`config.mk`:
```
export PLATFORM = sky130hd
export DESIGN_NAME = ccp_config_ctrl
export DESIGN_NICKNAME = d
export VERILOG_FILES = /design/src/common/ccp_pkg.sv /design/src/core/ccp_config_ctrl.sv
export SDC_FILE = /design/constraint.sdc
export NUM_CORES = 1
export LEC_CHECK = 0
export BUFFER_PORTS_ARGS = -buffer_cell sky130_fd_sc_hd__buf_2
export CAP_MARGIN = 0
export CORE_MARGIN = 4
export CORE_UTILIZATION = 50
export DETAILED_ROUTE_END_ITERATION = 7
export GPL_ROUTABILITY_DRIVEN = 0
export PLACE_DENSITY = 0.72
export SLEW_MARGIN = 20
export SYNTH_ARGS = -nofsm -noshare
export SYNTH_HDL_FRONTEND = slang
export SYNTH_SLANG_ARGS = --single-unit
```
`constraint.sdc`:
```
create_clock -name clk_sys -period 2.4 [get_ports clk_sys]
set_clock_uncertainty 0.05 [all_clocks]
set_input_delay 0.24 -clock clk_sys [delete_from_list [all_inputs] [get_ports clk_sys]]
set_output_delay 0.24 -clock clk_sys [all_outputs]
set_load 0.01 [all_outputs]
```
`src/common/ccp_pkg.sv`:
```
// Package for the configuration control pin block: modes, states, timing counts.
// Assumes a 250 MHz system clock.
package ccp_pkg;
  localparam int CLK_MHZ = 250;
  // Internal configuration oscillator rates, kHz
  localparam int OSC_FAST_KHZ = 10000;
  localparam int OSC_SLOW_KHZ = 1250;
  // Half periods of the strobe clock in system cycles (rounded down, at least one)
  localparam int HALF_FAST = (CLK_MHZ * 1000) / (2 * OSC_FAST_KHZ);
  localparam int HALF_SLOW = (CLK_MHZ * 1000) / (2 * OSC_SLOW_KHZ);
  localparam int DIV_W = 8;
  localparam int CLEAR_CYCLES = 64;
  localparam int FRAME_W = 16;
  localparam logic [FRAME_W-1:0] FRAME_START = 16'h0000;

  // Mode pins {c,b,a}
  localparam logic [2:0] MODE_SLAVE_SER = 3'h7;
  localparam logic [2:0] MODE_SYNC_PERIPH = 3'h3;
  localparam logic [2:0] MODE_SLAVE_PAR = 3'h6;
  localparam logic [2:0] MODE_ASYNC_PERIPH = 3'h5;
  localparam logic [2:0] MODE_MICRO = 3'h2;
  localparam logic [2:0] MODE_PCI = 3'h1;

  typedef enum logic [4:0] {
    ST_CLEAR = 5'h01,
    ST_WAIT = 5'h02,
    ST_LOAD = 5'h04,
    ST_HOLD = 5'h08,
    ST_USER = 5'h10
  } ccp_state_t;

  typedef struct packed {
    logic modeA;
    logic modeB;
    logic modeC;
    logic oscSel;
  } ccp_strap_t;

  typedef struct packed {
    logic out;
    logic oe;
  } ccp_drive_t;
endpackage

```
`src/core/ccp_config_ctrl.sv`:
```
// Configuration control pin logic: restart, strap latching, strobe clock, start-up, readback.
// Assumes pins are asynchronous to clk_sys; open-drain pins have external pull-ups.
//
// Functional notes
// - Reset during configuration abandons the load and restarts configuration.
// - After configuration, reset asynchronously clears all logic cell flip-flops.
// - In master and asynchronous peripheral modes the device drives the strobe clock.
// - In microprocessor and PCI modes the strobe clock is made inside and driven out.
// - Start-up waits while the done pin is held low from outside.
// - Done is released high by open drain when configuration ends and feeds core start-up.
// - Program low restarts configuration and resets boundary scan.
// - Readback trigger low during configuration puts every I/O in high impedance.
// - After configuration a trigger falling edge starts readback at frame 0 if enabled, else 3-states.
// - Readback data goes out on the dual pin, which carries test data when scan uses it.
// - Mode pins are latched on the rising edge of the wait pin.
// - The speed pin is latched on that edge: low 10 MHz, high 1.25 MHz.
// - User I/Os stay high impedance with pull-ups throughout configuration.
// - Unused configuration pins stay high impedance with pull-ups after configuration.
// - The wait pin is driven low while clearing, and an external low holds off configuration.
`timescale 1ns/100ps
module ccp_config_ctrl
(
  input wire logic clk_sys,
  input wire logic reset_n,
  input wire logic resetPin,
  input wire logic program_restart_n,
  input wire logic initIn,
  output logic initOut,
  output logic initOe,
  input wire logic config_mode_bit_a,
  input wire logic config_mode_bit_b,
  input wire logic config_mode_bit_c,
  input wire logic oscillator_speed_sel,
  input wire logic strobeIn,
  output logic strobeOut,
  output logic strobeOe,
  input wire logic doneIn,
  output logic doneOut,
  output logic doneOe,
  input wire logic loadComplete,
  input wire logic readbackTrigger_n,
  input wire logic readbackEnable,
  input wire logic scanSelect,
  input wire logic scanTdo,
  input wire logic readbackBit,
  output logic readbackData,
  output logic [ccp_pkg::FRAME_W-1:0] readbackFrame,
  output logic readbackActive,
  output logic strobeEdge,
  output logic cellClear_n,
  output logic scanReset,
  output logic global_tristate,
  output logic userIoPullup,
  output logic unusedPinPullup,
  output logic configDone,
  output logic [2:0] latchedMode,
  output logic slowOsc
);
  // Synchronisers: stage one feeds only stage two; reset to each pin's idle level
  localparam int NS = 10;
  localparam logic [NS-1:0] SYNC_IDLE = 10'h31F;
  logic [NS-1:0] rawIn, syncA_q, syncB_q;
  assign rawIn = {resetPin, program_restart_n, initIn, strobeIn, doneIn, readbackTrigger_n,
    config_mode_bit_c, config_mode_bit_b, config_mode_bit_a, oscillator_speed_sel};
  always_ff @(posedge clk_sys or negedge reset_n)
  begin
    if (!reset_n)
    begin
      syncA_q <= SYNC_IDLE;
      syncB_q <= SYNC_IDLE;
    end
    else
    begin
      syncA_q <= rawIn;
      syncB_q <= syncA_q;
    end
  end
  logic rstS, prgS, initS, strS, doneS, trigS, modeCS, modeBS, modeAS, oscS;
  assign {rstS, prgS, initS, strS, doneS, trigS, modeCS, modeBS, modeAS, oscS} = syncB_q;

  ccp_pkg::ccp_state_t state_q, state_d;
  logic [6:0] clrCnt_q, clrCnt_d;
  localparam int DIV_W_L = ccp_pkg::DIV_W;
  logic [DIV_W_L-1:0] div_q, div_d;
  logic stb_q, stb_d, strPrev_q, trigPrev_q, initPrev_q;
  ccp_pkg::ccp_strap_t strap_q, strap_d;
  logic rbAct_q, rbAct_d, rbData_q, rbData_d;
  logic [ccp_pkg::FRAME_W-1:0] frame_q, frame_d;
  logic drive, restart, initRise, trigFall, extEdge;

  if (ccp_pkg::HALF_SLOW >= (1 << ccp_pkg::DIV_W) || ccp_pkg::HALF_FAST < 1)
  begin : g_divCheck
    $error("Strobe divider width too small");
  end

  assign restart = (!rstS && state_q != ccp_pkg::ST_USER) || !prgS;
  assign initRise = initS && !initPrev_q;
  assign trigFall = !trigS && trigPrev_q;
  // Master, asynchronous peripheral, microprocessor and PCI modes drive the strobe clock
  assign drive = !(strap_q.modeC && strap_q.modeB && strap_q.modeA)
    && ({strap_q.modeC, strap_q.modeB, strap_q.modeA} != ccp_pkg::MODE_SYNC_PERIPH)
    && ({strap_q.modeC, strap_q.modeB, strap_q.modeA} != ccp_pkg::MODE_SLAVE_PAR);
  assign extEdge = strS && !strPrev_q;

  always_comb
  begin
    state_d = state_q;
    clrCnt_d = clrCnt_q;
    div_d = div_q;
    stb_d = stb_q;
    strap_d = strap_q;
    rbAct_d = rbAct_q;
    rbData_d = rbData_q;
    frame_d = frame_q;
    strobeEdge = 1'b0;
    if (restart)
    begin
      state_d = ccp_pkg::ST_CLEAR;
      clrCnt_d = 7'h00;
      stb_d = 1'b0;
      div_d = '0;
      rbAct_d = 1'b0;
    end
    else
    begin
      unique case (state_q)
        ccp_pkg::ST_CLEAR:
        begin
          clrCnt_d = clrCnt_q + 7'h01;
          if (clrCnt_q == 7'(ccp_pkg::CLEAR_CYCLES - 1))
            state_d = ccp_pkg::ST_WAIT;
        end
        ccp_pkg::ST_WAIT:
        begin
          if (initRise)
          begin
            strap_d = '{modeA: modeAS, modeB: modeBS, modeC: modeCS, oscSel: oscS};
            state_d = ccp_pkg::ST_LOAD;
          end
        end
        ccp_pkg::ST_LOAD:
        begin
          if (drive)
          begin
            if (div_q == DIV_W_L'((strap_q.oscSel ? ccp_pkg::HALF_SLOW : ccp_pkg::HALF_FAST) - 1))
            begin
              div_d = '0;
              stb_d = !stb_q;
              strobeEdge = !stb_q;
            end
            else
              div_d = div_q + DIV_W_L'(1);
          end
          else
            strobeEdge = extEdge;
          if (loadComplete)
            state_d = ccp_pkg::ST_HOLD;
        end
        ccp_pkg::ST_HOLD:
        begin
          stb_d = 1'b0;
          if (doneS)
            state_d = ccp_pkg::ST_USER;
        end
        ccp_pkg::ST_USER:
        begin
          if (readbackEnable && trigFall)
          begin
            rbAct_d = 1'b1;
            frame_d = ccp_pkg::FRAME_START;
          end
          else if (rbAct_q && extEdge)
          begin
            rbData_d = readbackBit;
            frame_d = frame_q + {{(ccp_pkg::FRAME_W-1){1'b0}}, 1'b1};
          end
        end
        default: state_d = ccp_pkg::ST_CLEAR;
      endcase
    end
  end

  always_ff @(posedge clk_sys or negedge reset_n)
  begin
    if (!reset_n)
    begin
      state_q <= ccp_pkg::ST_CLEAR;
      clrCnt_q <= 7'h00;
      div_q <= '0;
      stb_q <= 1'b0;
      strap_q <= '0;
      rbAct_q <= 1'b0;
      rbData_q <= 1'b0;
      frame_q <= '0;
      strPrev_q <= 1'b0;
      trigPrev_q <= 1'b1;
      initPrev_q <= 1'b0;
    end
    else
    begin
      state_q <= state_d;
      clrCnt_q <= clrCnt_d;
      div_q <= div_d;
      stb_q <= stb_d;
      strap_q <= strap_d;
      rbAct_q <= rbAct_d;
      rbData_q <= rbData_d;
      frame_q <= frame_d;
      strPrev_q <= strS;
      trigPrev_q <= trigS;
      initPrev_q <= initS;
    end
  end

  logic inConfig;
  assign inConfig = state_q != ccp_pkg::ST_USER;
  assign initOut = 1'b0;
  assign initOe = state_q == ccp_pkg::ST_CLEAR;
  assign strobeOut = stb_q;
  assign strobeOe = drive && state_q == ccp_pkg::ST_LOAD;
  assign doneOut = 1'b0;
  assign doneOe = state_q != ccp_pkg::ST_HOLD && inConfig;
  assign configDone = !inConfig;
  assign cellClear_n = inConfig || rstS;
  assign scanReset = !prgS;
  assign global_tristate = inConfig ? !trigS : (!readbackEnable && !trigS);
  assign userIoPullup = inConfig;
  assign unusedPinPullup = 1'b1;
  assign readbackData = scanSelect ? scanTdo : rbData_q;
  assign readbackFrame = frame_q;
  assign readbackActive = rbAct_q;
  assign latchedMode = {strap_q.modeC, strap_q.modeB, strap_q.modeA};
  assign slowOsc = strap_q.oscSel;

  property p_restart;
    @(posedge clk_sys) disable iff (!reset_n)
    !prgS |=> state_q == ccp_pkg::ST_CLEAR;
  endproperty
  a_restart: assert property (p_restart) else $error("Program did not restart");

  property p_hold;
    @(posedge clk_sys) disable iff (!reset_n)
    state_q == ccp_pkg::ST_HOLD && !doneS && prgS && rstS |=> state_q == ccp_pkg::ST_HOLD;
  endproperty
  a_hold: assert property (p_hold) else $error("Start-up not held by done");

  property p_tri;
    @(posedge clk_sys) disable iff (!reset_n)
    inConfig && !trigS |-> global_tristate;
  endproperty
  a_tri: assert property (p_tri) else $error("Trigger low did not 3-state");

  property p_frame;
    @(posedge clk_sys) disable iff (!reset_n)
    state_q == ccp_pkg::ST_USER && readbackEnable && trigFall && prgS |=> rbAct_q && frame_q == ccp_pkg::FRAME_START;
  endproperty
  a_frame: assert property (p_frame) else $error("Readback did not start at frame 0");

  property p_strap;
    @(posedge clk_sys) disable iff (!reset_n)
    state_q == ccp_pkg::ST_WAIT && initRise && prgS && rstS |=> slowOsc == $past(oscS);
  endproperty
  a_strap: assert property (p_strap) else $error("Speed select not latched");

  property p_mode;
    @(posedge clk_sys) disable iff (!reset_n)
    state_q == ccp_pkg::ST_WAIT && initRise && prgS && rstS |=> latchedMode == $past({modeCS, modeBS, modeAS});
  endproperty
  a_mode: assert property (p_mode) else $error("Mode not latched");

  property p_strobe;
    @(posedge clk_sys) disable iff (!reset_n)
    strobeOe && !strap_q.oscSel && $rose(stb_q) |-> ##[1:12] !stb_q;
  endproperty
  a_strobe: assert property (p_strobe) else $error("Fast strobe too slow");

  property p_pull;
    @(posedge clk_sys) disable iff (!reset_n)
    inConfig |-> userIoPullup && !configDone;
  endproperty
  a_pull: assert property (p_pull) else $error("User I/O not pulled up");
endmodule

```
==> flow_summary.yaml, run 1 <==
timing:
  finalCriticalPeriod_ns: 2.20
  max_freq_ghz: 0.454
  slew_violations: 0
  rsz0062_at_grt: "no"
  finalCritPeriodShare_pct: 91.8
  setup_violations: 0
  tightest_slew_ns: 0.824
  max_slew_margin_pct: 45.1
  finalHoldViolCount: 0
  setup_ws_ns: 0.197
  fin_setup_tns_ns: 0
drt:
  dr.pass1.iters: 4
  vias: 2313
  routed_wl_um: 6160
  drt_iter0_markers: 138
  drc: 0
  ant_nets: 0
  via_per_inst: 5.49
  wire_per_inst_um: 14.6
floorplan:
  die-width_um: 85.5
  die-area_sq_um: 7300
  initial_core_util_pct: 52.8
  die_h_um: 85.5
  fp.coreArea_sq_um: 5680
  num_rows: 27
  io_pins: 52
yosys:
  ys.warnings.count: 0
  synth_edf_count: 0
  postSynthAreaPerCell_sq_um: 10.8
  syn_area_sq_um: 3000
  ys_ff_latch: 66
  synthCells: 277
  synth_cell_types: 50
  async_reset_ff_share_pct: 100
  ys_seq_area_share_pct: 55.7
  ys.flop_type: "dfrtp_1"
pwr:
  intPower_mw: 1.66
  power.share.sequential_pct: 53.5
  combinationalPowerShare_pct: 3.6
  power_density_nw_per_um2: 593
  worst_ir_drop_vdd_mv: 0.458
  switching_share_pct: 23.0
  p_clk_share_pct: 42.9
  leakage_nw: 1.62
  switching_power_mw: 0.496
global_route:
  grt_pass1_wl_um: 10600
  grt_pass1_vias: 2255
  antenna_found_initial: 0
  grt.total_usage_pct: 18.2
  grt_max_degree: 67
  grt.overflow.total: 0
setup_path:
  end_kind: "primary output"
  max_stage_delay_ns: 0.39
  crit_chain: "ha_1, nor4b_1, o21ai_1, o32a_1, nor3_2, buf_2"
  r2r_slack_ns: 0.23
  cp.arrival_ns: 1.91
  cp.required_ns: 2.11
  r2r_end: "readbackFrame[15]"
  r2r_start: "state_q[2]"
  path_class: "reg -> out"
  slowest_stage: "dfrtp_1"
  cp_max_fo: 4
  rr_worst_depth: 4
  worst-path-buf-inv: 1
  critPathLaunchType: "register"
  cp_top_family: "simple AND/OR/NAND/NOR gates"
min_path:
  min_path_type: "in -> async"
layout:
  fin_area_sq_um: 3640
  drive_gt1_share_pct: 29.8
  antenna_cells: 0
  layout.nets: 364
  syn_to_final_growth_pct: 21.3
run_status:
  status: "completed"
clock_tree:
  cts_num_sinks: 66
  root_buffer: "clkbuf_8"
  clk_latency_ns: 0.33
  clock_path_buffers: 2
  cts-buffers-inserted: 9
  ctsHtreeMaxLevel: 3
  clk_pin_slew_ns: 0.08
  tritoncts: "yes"
  postCtsSetupRepairBufs: 0
run:
  drv_cap: 0
placement:
  place_ws_ns: 0.247
  portBuffers: 48
  post-dp-hpwl_um: 4170
  place_area_sq_um: 3330
registers in the layout, summed over array words and instances (netlist names), 3 cells and up:
register and count:
clrCnt_q 7, div_q 8, latchedMode 3, readbackFrame 16, state_q 5, syncA_q 10
syncB_q 10
layout by cell type (no fill, tap or decap), types with 3 or more instances in the layout:
cell type / count
dfrtp_1: 50
buf_2: 48
nand2_1: 23
a21oi_1: 21
nand3_1: 19
dfstp_2: 16
nor2_1: 14
o21ai_0: 10
o31ai_1: 10
dlygate4sd3_1: 10
or3_1: 9
clkbuf_8: 9
or4_1: 8
inv_1: 7
mux2_2: 7
buf_4: 7
nand4_1: 6
and2_1: 5
and3_1: 5
nand2b_1: 4
xor2_1: 4
a31oi_1: 4
nand3b_1: 3
ha_1: 3
conb_1: 3
worst reg2reg max path, delay by kind of cell, from the launching register on:
kind / cells / cell delay (ns)
AO/OA/AOI/OAI: 2 / 0.66
flip-flops: 1 / 0.46
AND/OR/NAND/NOR: 2 / 0.93
cell type report:
| type | instances | area (sq um) |
|---|---|---|
| timing repair buffer | 65 | 393 |
| sequential | 66 | 1670 |
| inverter | 7 | 26.3 |
| clock buffer | 9 | 124 |
| multi-input combinational | 195 | 1260 |
| clock inverter | 7 | 76.3 |
| tap | 72 | 90.1 |
| fill | 468 | 2040 |
power groups by stage:
stage | Clock, mW | Sequential, mW | Combinational [mW]
floorplan | 0 | 1.17 | 0.0255
global placement | 0 | 1.17 | 0.0659
detailed placement | 0 | 1.17 | 0.0668
CTS | 0.950 | 1.15 | 0.0794
global route | 1.01 | 1.16 | 0.0887
finish | 0.925 | 1.15 | 0.0778
Yosys cell counts (2+ instances only):
cell type / n / share of area (%)
or4_1: 8 / 2.0
nand2_1: 23 / 2.9
a31oi_1: 4 / 0.83
nand2b_1: 4 / 0.83
nor4b_1: 2 / 0.58
nand3b_1: 3 / 0.75
mux2_2: 7 / 2.6
nor3_1: 3 / 0.50
nand4_1: 6 / 1.3
buf_4: 3 / 0.75
and2b_1: 2 / 0.50
dfstp_2: 16 / 14
nand3_1: 20 / 3.3
o22a_1: 2 / 0.58
buf_2: 2 / 0.33
o21a_1: 2 / 0.50
or3_1: 9 / 1.9
and3_1: 5 / 1.0
o31ai_1: 10 / 2.5
nor3_4: 2 / 1.1
and2_1: 5 / 1.0
and3b_1: 2 / 0.58
xnor2_1: 2 / 0.58
clkbuf_1: 4 / 0.50
ha_1: 3 / 1.3
inv_1: 7 / 0.88
xor2_1: 4 / 1.2
dfrtp_1: 50 / 42
a21oi_1: 21 / 3.5
nor4_1: 2 / 0.42
o21ai_0: 11 / 1.8
nor2_1: 14 / 1.8
conb_1: 2 / 0.25
worst max-delay path by stage:
stage	startpoint	endpoint	slack, ns	depth (start not counted)
floorplan	div_q[0]	strobeEdge	0.55	6
global placement	state_q[2]	readbackFrame[11]	0.36	4
detailed placement	state_q[2]	readbackFrame[15]	0.25	4
CTS	div_q[0]	strobeEdge	0.12	6
global route	latchedMode[2]	strobeOe	0.007	4
finish	div_q[0]	strobeEdge	0.20	6
cells by family after synthesis:
logic type	Yosys count	synth area share [%]
compound gates	58	12.4
xor+xnor	6	1.75
fa+ha+maj	3	1.25
buf+inv	17	2.84
flops	66	55.7
mux	7	2.63
other cells	2	0.250
simple gates	118	23.1
metal layers:
layer,up-vias,track usage [%],routed length (um)
met4,0,6.76,23
met1,1113,25.3,2950
met2,49,27.3,2890
li1,1149,-,-
met3,2,4.76,299
met5,-,0,0
per-stage QoR:
step           hold WS, ns  total power, mW  instances  utilization (%)
6_report            0.0217             2.16        421             64.1
5_1_grt             0.0818             2.25        421             64.1
4_1_cts             0.0581             2.18        421             63.9
3_5_place_dp         0.288             1.24        395             58.6
3_3_place_gp         0.282             1.24        395             58.6
2_1_floorplan       -0.106             1.20        278                -
repair_timing:
item	4_1_cts	5_1_grt
hold buffers	10	0
endpoints found under the hold margin	10	0
setup endpoints to repair	0	2
gates resized for setup	0	3
No activity file was read; power rests on OpenSTA's default activity.
==> inputs of run 2 (changes only) <==
--- a/config.mk
+++ b/config.mk
@@ -5,13 +5,11 @@
 export SDC_FILE = /design/constraint.sdc
 export NUM_CORES = 1
 export LEC_CHECK = 0
-export BUFFER_PORTS_ARGS = -buffer_cell sky130_fd_sc_hd__buf_2
 export CAP_MARGIN = 0
-export CORE_MARGIN = 4
 export CORE_UTILIZATION = 50
 export DETAILED_ROUTE_END_ITERATION = 7
+export DONT_BUFFER_PORTS = 1
 export GPL_ROUTABILITY_DRIVEN = 0
-export PLACE_DENSITY = 0.72
 export SLEW_MARGIN = 20
 export SYNTH_ARGS = -nofsm -noshare
 export SYNTH_HDL_FRONTEND = slang
==> constraint.sdc (replaced) <==
create_clock -name clk_sys -period 2.2 [get_ports clk_sys]
set_clock_uncertainty 0.05 [all_clocks]
set_input_delay 0.22 -clock clk_sys [delete_from_list [all_inputs] [get_ports clk_sys]]
set_output_delay 0.22 -clock clk_sys [all_outputs]
set_load 0.01 [all_outputs]
==> run 2 against run 1 <==
  * Die area decreased by 14%
  * Final cell count decreased by 9.5%
  * Power increased by 15%
==> flow_summary.yaml, run 2 (synthesis gave the netlist of run 1 again) <==
timing:
  holdWs_ns: 0.0256
  finalHoldViolCount: 0
  finalCriticalPeriod_ns: 2.10
  slew_violations: 0
  max_freq_ghz: 0.476
  finalCritPeriodShare_pct: 95.6
  setup_violations: 0
setup_path:
  cp_max_fo: 6
  r2r_end: "readbackFrame[12]"
  cp.arrival_ns: 1.83
  rr_worst_depth: 5
  cp.required_ns: 1.93
  end_kind: "primary output"
  r2r_slack_ns: 0.24
  path_class: "reg -> out"
  critPathLaunchType: "register"
  r2r_start: "state_q[2]"
placement:
  post-dp-hpwl_um: 4110
  place_area_sq_um: 3140
  portBuffers: 0
min_path:
  min_path_cells: 2
  hold_end: "state_q[2]"
  min_path_type: "in -> reg"
  min_from: "loadComplete"
global_route:
  grt.overflow.total: 0
  grt.total_usage_pct: 21.4
  grt_pass1_wl_um: 10300
  grt_pass1_vias: 2096
  grt_max_degree: 67
  antenna_found_initial: 0
clock_tree:
  cts-buffers-inserted: 9
  tritoncts: "yes"
  ctsHtreeMaxLevel: 3
  clk_pin_slew_ns: 0.08
  root_buffer: "clkbuf_8"
  clock_path_buffers: 2
  cts_num_sinks: 66
  clk_latency_ns: 0.33
run:
  drv_cap: 0
layout:
  largest_reg_flops: 16
  layout.nets: 324
  antenna_cells: 0
  fillers: 464
  drive_gt1_share_pct: 21.0
  layout_commonest_cell: "dfrtp_1"
  final_cell_mix: "dfrtp_1, nand2_1, a21oi_1"
  fin_area_sq_um: 3540
  syn_to_final_growth_pct: 18.0
floorplan:
  die-area_sq_um: 6310
  initial_core_util_pct: 53.2
  io_pins: 52
  die_h_um: 79.5
  fp.coreArea_sq_um: 5640
  die-width_um: 79.5
  num_rows: 27
pwr:
  leakage_nw: 1.46
  worst_ir_drop_vdd_mv: 0.828
  power_density_nw_per_um2: 699
drt:
  drt_iter0_markers: 139
  wire_per_inst_um: 16.0
  dr.pass1.iters: 5
  drc: 0
  vias: 2199
  routed_wl_um: 6090
  ant_nets: 0
  via_per_inst: 5.77
run_status:
  status: "completed"
==> run 2: final cells by class <==
| class | count | area [sq um] | share of cell area [%] |
|---|---|---|---|
| Timing Repair Buffer | 25 | 250 | 7.07 |
| Tap cell | 72 | 90.1 | 2.55 |
| Clock inverter | 7 | 103 | 2.90 |
| Inverter | 7 | 26.3 | 0.743 |
| Sequential cell | 66 | 1670 | 47.2 |
| Clock buffer | 9 | 124 | 3.50 |
| Multi-Input combinational cell | 195 | 1270 | 36.0 |
==> run 2: metrics by stage <==
stage	setup TNS (ns)	power, mW	instances	util, %	worst slack, ns
floorplan	0	1.31	278	-	0.374
global placement	0	1.31	352	55.6	0.302
detailed placement	0	1.31	352	55.6	0.251
CTS	0	2.50	381	62.2	0.0169
global route	-0.0181	2.57	381	62.7	-0.0181
finish	0	2.47	381	62.7	0.0977
==> run 2: worst max-delay path by stage <==
stage,start,cells past startpoint,end,slack (ns)
after floorplan,div_q[0],6,strobeEdge,0.37
after global placement,state_q[2],5,readbackFrame[11],0.30
after detailed placement,state_q[2],5,readbackFrame[14],0.25
after CTS,div_q[0],6,strobeEdge,0.02
after global routing,div_q[0],6,strobeEdge,-0.02
final,state_q[2],3,global_tristate,0.1
==> run 2: metal layers <==
metal | vias to the layer above | GRT usage [%] | part of all wire [%]
li1 | 1073 | - | -
met4 | 0 | 8.18 | 1.6
met3 | 10 | 4.69 | 4.1
met1 | 1063 | 32.1 | 49
met5 | - | 0 | 0
met2 | 53 | 30.1 | 45
==> run 2: worst max-delay path, cell delays in order (launching register included) <==
cell     delay [ns]
dfrtp_1        0.46
or3_1          0.46
nor2_1         0.39
a21oi_1        0.19
==> run 2: repair_timing <==
item / in CTS / in global routing
setup endpoints to repair: 1 / 2
resized for setup: 1 / 7
setup buffers: 0 / 0
hold buffers: 13 / 0
endpoints found under the hold margin: 77 / 0
==> run 2: report_power, final <==
group / internal [mW] / total (mW) / leakage, nW / switching (mW)
registers: 1.25 / 1.26 / 0.842 / 0.0113
logic: 0.0287 / 0.0758 / 0.510 / 0.0471
clock network: 0.647 / 1.14 / 0.110 / 0.491
total: 1.92 / 2.47 / 1.46 / 0.549
==> inputs of run 3 (changes only) <==
--- a/config.mk
+++ b/config.mk
@@ -5,6 +5,7 @@
 export SDC_FILE = /design/constraint.sdc
 export NUM_CORES = 1
 export LEC_CHECK = 0
+export ABC_AREA = 1
 export CAP_MARGIN = 0
 export CORE_UTILIZATION = 50
 export DETAILED_ROUTE_END_ITERATION = 7
==> run 3 against run 2 <==
  * Sequential share of layout area fell by 1.7 points
  * Setup slack improved by 0.067 ns
  * Synthesized cell count rose by 37%
  * Via count rose by 16%
  * Hold slack improved by 0.051 ns
  * Largest power group unchanged
  * First-iteration DRC count rose by 50%
  * Combinational power rose by 62%
  * Sequential power barely moved
==> flow_summary.yaml, run 3 <==
global_route:
  grt_pass1_wl_um: 11300
  grt_max_degree: 67
  grt.overflow.total: 0
  antenna_found_initial: 0
  grt.total_usage_pct: 23.1
  grt_pass1_vias: 2405
yosys:
  ys.warnings.count: 0
  synthCells: 380
  synth_compound_area_share_pct: 7.52
  syn_area_sq_um: 3210
  synth_top_cell_by_area: "dfrtp_1"
  synth_edf_count: 0
  async_reset_ff_share_pct: 100
  synth_top_family_by_area: "simple AND/OR/NAND/NOR gates"
  synth-adder-area-share_pct: 1.17
  synthMostInstantiatedCell: "nand2_1"
  synthXorXnorAreaFrac_pct: 1.36
  ys_seq_area_share_pct: 52.0
  synth_top_area_share_pct: 39.0
  postSynthAreaPerCell_sq_um: 8.45
  synth_cell_types: 34
  ys_ff_latch: 66
  synthSimpleGateAreaFrac_pct: 30.7
  synth.top_cells.by_count: "nand2_1, dfrtp_1, nor2_1, inv_1, nand3_1"
  synthTopCellsByArea: "dfrtp_1, dfstp_2, nand2_1"
  muxShareOfSynthArea_pct: 0.351
  ys.flop_type: "dfrtp_1"
pwr:
  worst_ir_drop_vdd_mv: 0.469
  power.share.sequential_pct: 51.5
  intPower_mw: 1.84
  switching_share_pct: 25.7
  switching_power_mw: 0.637
  p_clk_share_pct: 43.5
  combinationalPowerShare_pct: 5.0
  power_density_nw_per_um2: 675
  leakage_nw: 1.75
drt:
  ant_nets: 0
  via_per_inst: 5.25
  dr.pass1.iters: 4
  drc: 0
  vias: 2543
  routed_wl_um: 6770
  drt_iter0_markers: 208
  wire_per_inst_um: 14.0
floorplan:
  die-width_um: 82.1
  die_h_um: 82.1
  io_pins: 52
  die-area_sq_um: 6750
  num_rows: 28
  fp.coreArea_sq_um: 6060
  initial_core_util_pct: 53.0
clock_tree:
  ctsHtreeMaxLevel: 3
  root_buffer: "clkbuf_8"
  clock_path_buffers: 2
  cts-buffers-inserted: 9
  clk_latency_ns: 0.35
  clk_pin_slew_ns: 0.08
  cts_num_sinks: 66
  tritoncts: "yes"
placement:
  place_area_sq_um: 3290
  post-dp-hpwl_um: 4840
  portBuffers: 0
layout:
  syn_to_final_growth_pct: 14.3
  fillers: 538
  largest_reg_flops: 16
  antenna_cells: 0
  final_cell_mix: "nand2_1, dfrtp_1, inv_1"
  layout.nets: 424
  fin_area_sq_um: 3670
  layout_commonest_cell: "nand2_1"
  drive_gt1_share_pct: 14.9
timing:
  finalHoldViolCount: 0
  slew_violations: 0
  rsz0062_at_grt: "no"
  max_freq_ghz: 0.491
  fin_setup_tns_ns: 0
  finalCritPeriodShare_pct: 92.5
  finalCriticalPeriod_ns: 2.04
  setup_violations: 0
run_status:
  status: "completed"
setup_path:
  critPathLaunchType: "register"
  cp.required_ns: 1.93
  end_kind: "primary output"
  cp.arrival_ns: 1.77
  path_class: "reg -> out"
  cp_max_fo: 9
min_path:
  min_path_type: "in -> reg"
run:
  drv_cap: 0
[run 3: cell types whose count changed in the layout (fill, tap and decap cells not counted), moves of 9 or more]
| cell | previous run | this run |
|---|---|---|
| nand4_1 | 6 | 16 |
| nand3_1 | 20 | 30 |
| o21ai_0 | 9 | 28 |
| a21oi_1 | 21 | 7 |
| inv_1 | 6 | 39 |
| or3_1 | 9 | 0 |
| nor3_1 | 3 | 13 |
| o31ai_1 | 10 | 1 |
| nand2_1 | 23 | 96 |
| nor2_1 | 14 | 38 |
[run 3: path summary, 6_finish.rpt]
kind | slack (ns) | start | to | cells after the start
worst min-delay path | 0.08 | loadComplete | state_q[2] | 4
max in group asynchronous | 1.43 | reset_n | syncA_q[4] | 2
worst min register to register | 0.30 | syncA_q[7] | syncB_q[7] | 0
worst max register to register | 0.45 | latchedMode[2] | div_q[6] | 8
worst max-delay path | 0.16 | state_q[2] | strobeEdge | 8
min in group asynchronous | 0.32 | reset_n | div_q[3] | 2
[run 3: power groups by stage]
| stage | clock [mW] | sequential (mW) | combinational, mW |
|---|---|---|---|
| detailed placement | 0 | 1.30 | 0.0749 |
| global route | 1.17 | 1.28 | 0.139 |
| CTS | 1.10 | 1.28 | 0.125 |
| floorplan | 0 | 1.29 | 0.0632 |
| finish | 1.08 | 1.28 | 0.123 |
| global placement | 0 | 1.30 | 0.0744 |
[run 3: final cells by class]
class	instances	area, sq um	area share [%]
clock buffers	9	124	3.37
repair buffers	18	185	5.04
inverters	44	168	4.57
clock inverters	7	82.6	2.25
well taps	75	93.8	2.56
multi-input cells	265	1350	36.7
flip-flops and latches	66	1670	45.5
[run 3: kinds of logic (layout without fill, tap and decap cells)]
| logic type | after synthesis | in the layout |
|---|---|---|
| and+or+nand+nor | 209 | 209 |
| DFF | 66 | 66 |
| buffers and inverters | 50 | 78 |
| AOI/OAI and AO/OA | 44 | 44 |
| xor gates and xnor gates | 5 | 5 |
| adders and majority gates | 3 | 3 |
| other | 2 | 3 |
| muxes | 1 | 1 |
[run 3: what timing repair did]
item                       in CTS  in global routing
setup endpoints to repair       1                  1
pin swaps                       3                  2
hold buffers                   13                  0
resized for setup               1                  3
hold endpoints to repair       77                  0
setup buffers                   1                  1
[run 3: per-stage QoR]
step | utilization (%) | worst slack (ns) | instances | total power [mW] | hold slack, ns
floorplan | - | 0.529 | 381 | 1.36 | -0.126
global placement | 54.2 | 0.435 | 453 | 1.37 | -0.124
detailed placement | 54.2 | 0.379 | 453 | 1.37 | -0.124
CTS | 60.3 | 0.0123 | 483 | 2.50 | 0.0630
global route | 60.6 | 0.00434 | 484 | 2.58 | 0.0929
finish | 60.6 | 0.164 | 484 | 2.48 | 0.0762
[run 3: worst max-delay path, stage by stage (launching register included)]
cell and delay, ns:
dfrtp_1 0.43, nor2_4 0.13, nand2_2 0.07, nor2_4 0.19
nand2_4 0.08, nand2_4 0.11, inv_4 0.07, nor2_2 0.11
a21boi_4 0.22
[run 3: layer usage]
metal	part of all wire, %	track usage, %	wire length, um	vias up
li1	-	-	-	1282
met1	47	29.9	3180	1179
met2	45	35.5	3030	69
met3	5.9	6.48	401	13
met4	2.3	11.4	155	0
met5	0	0	0	-
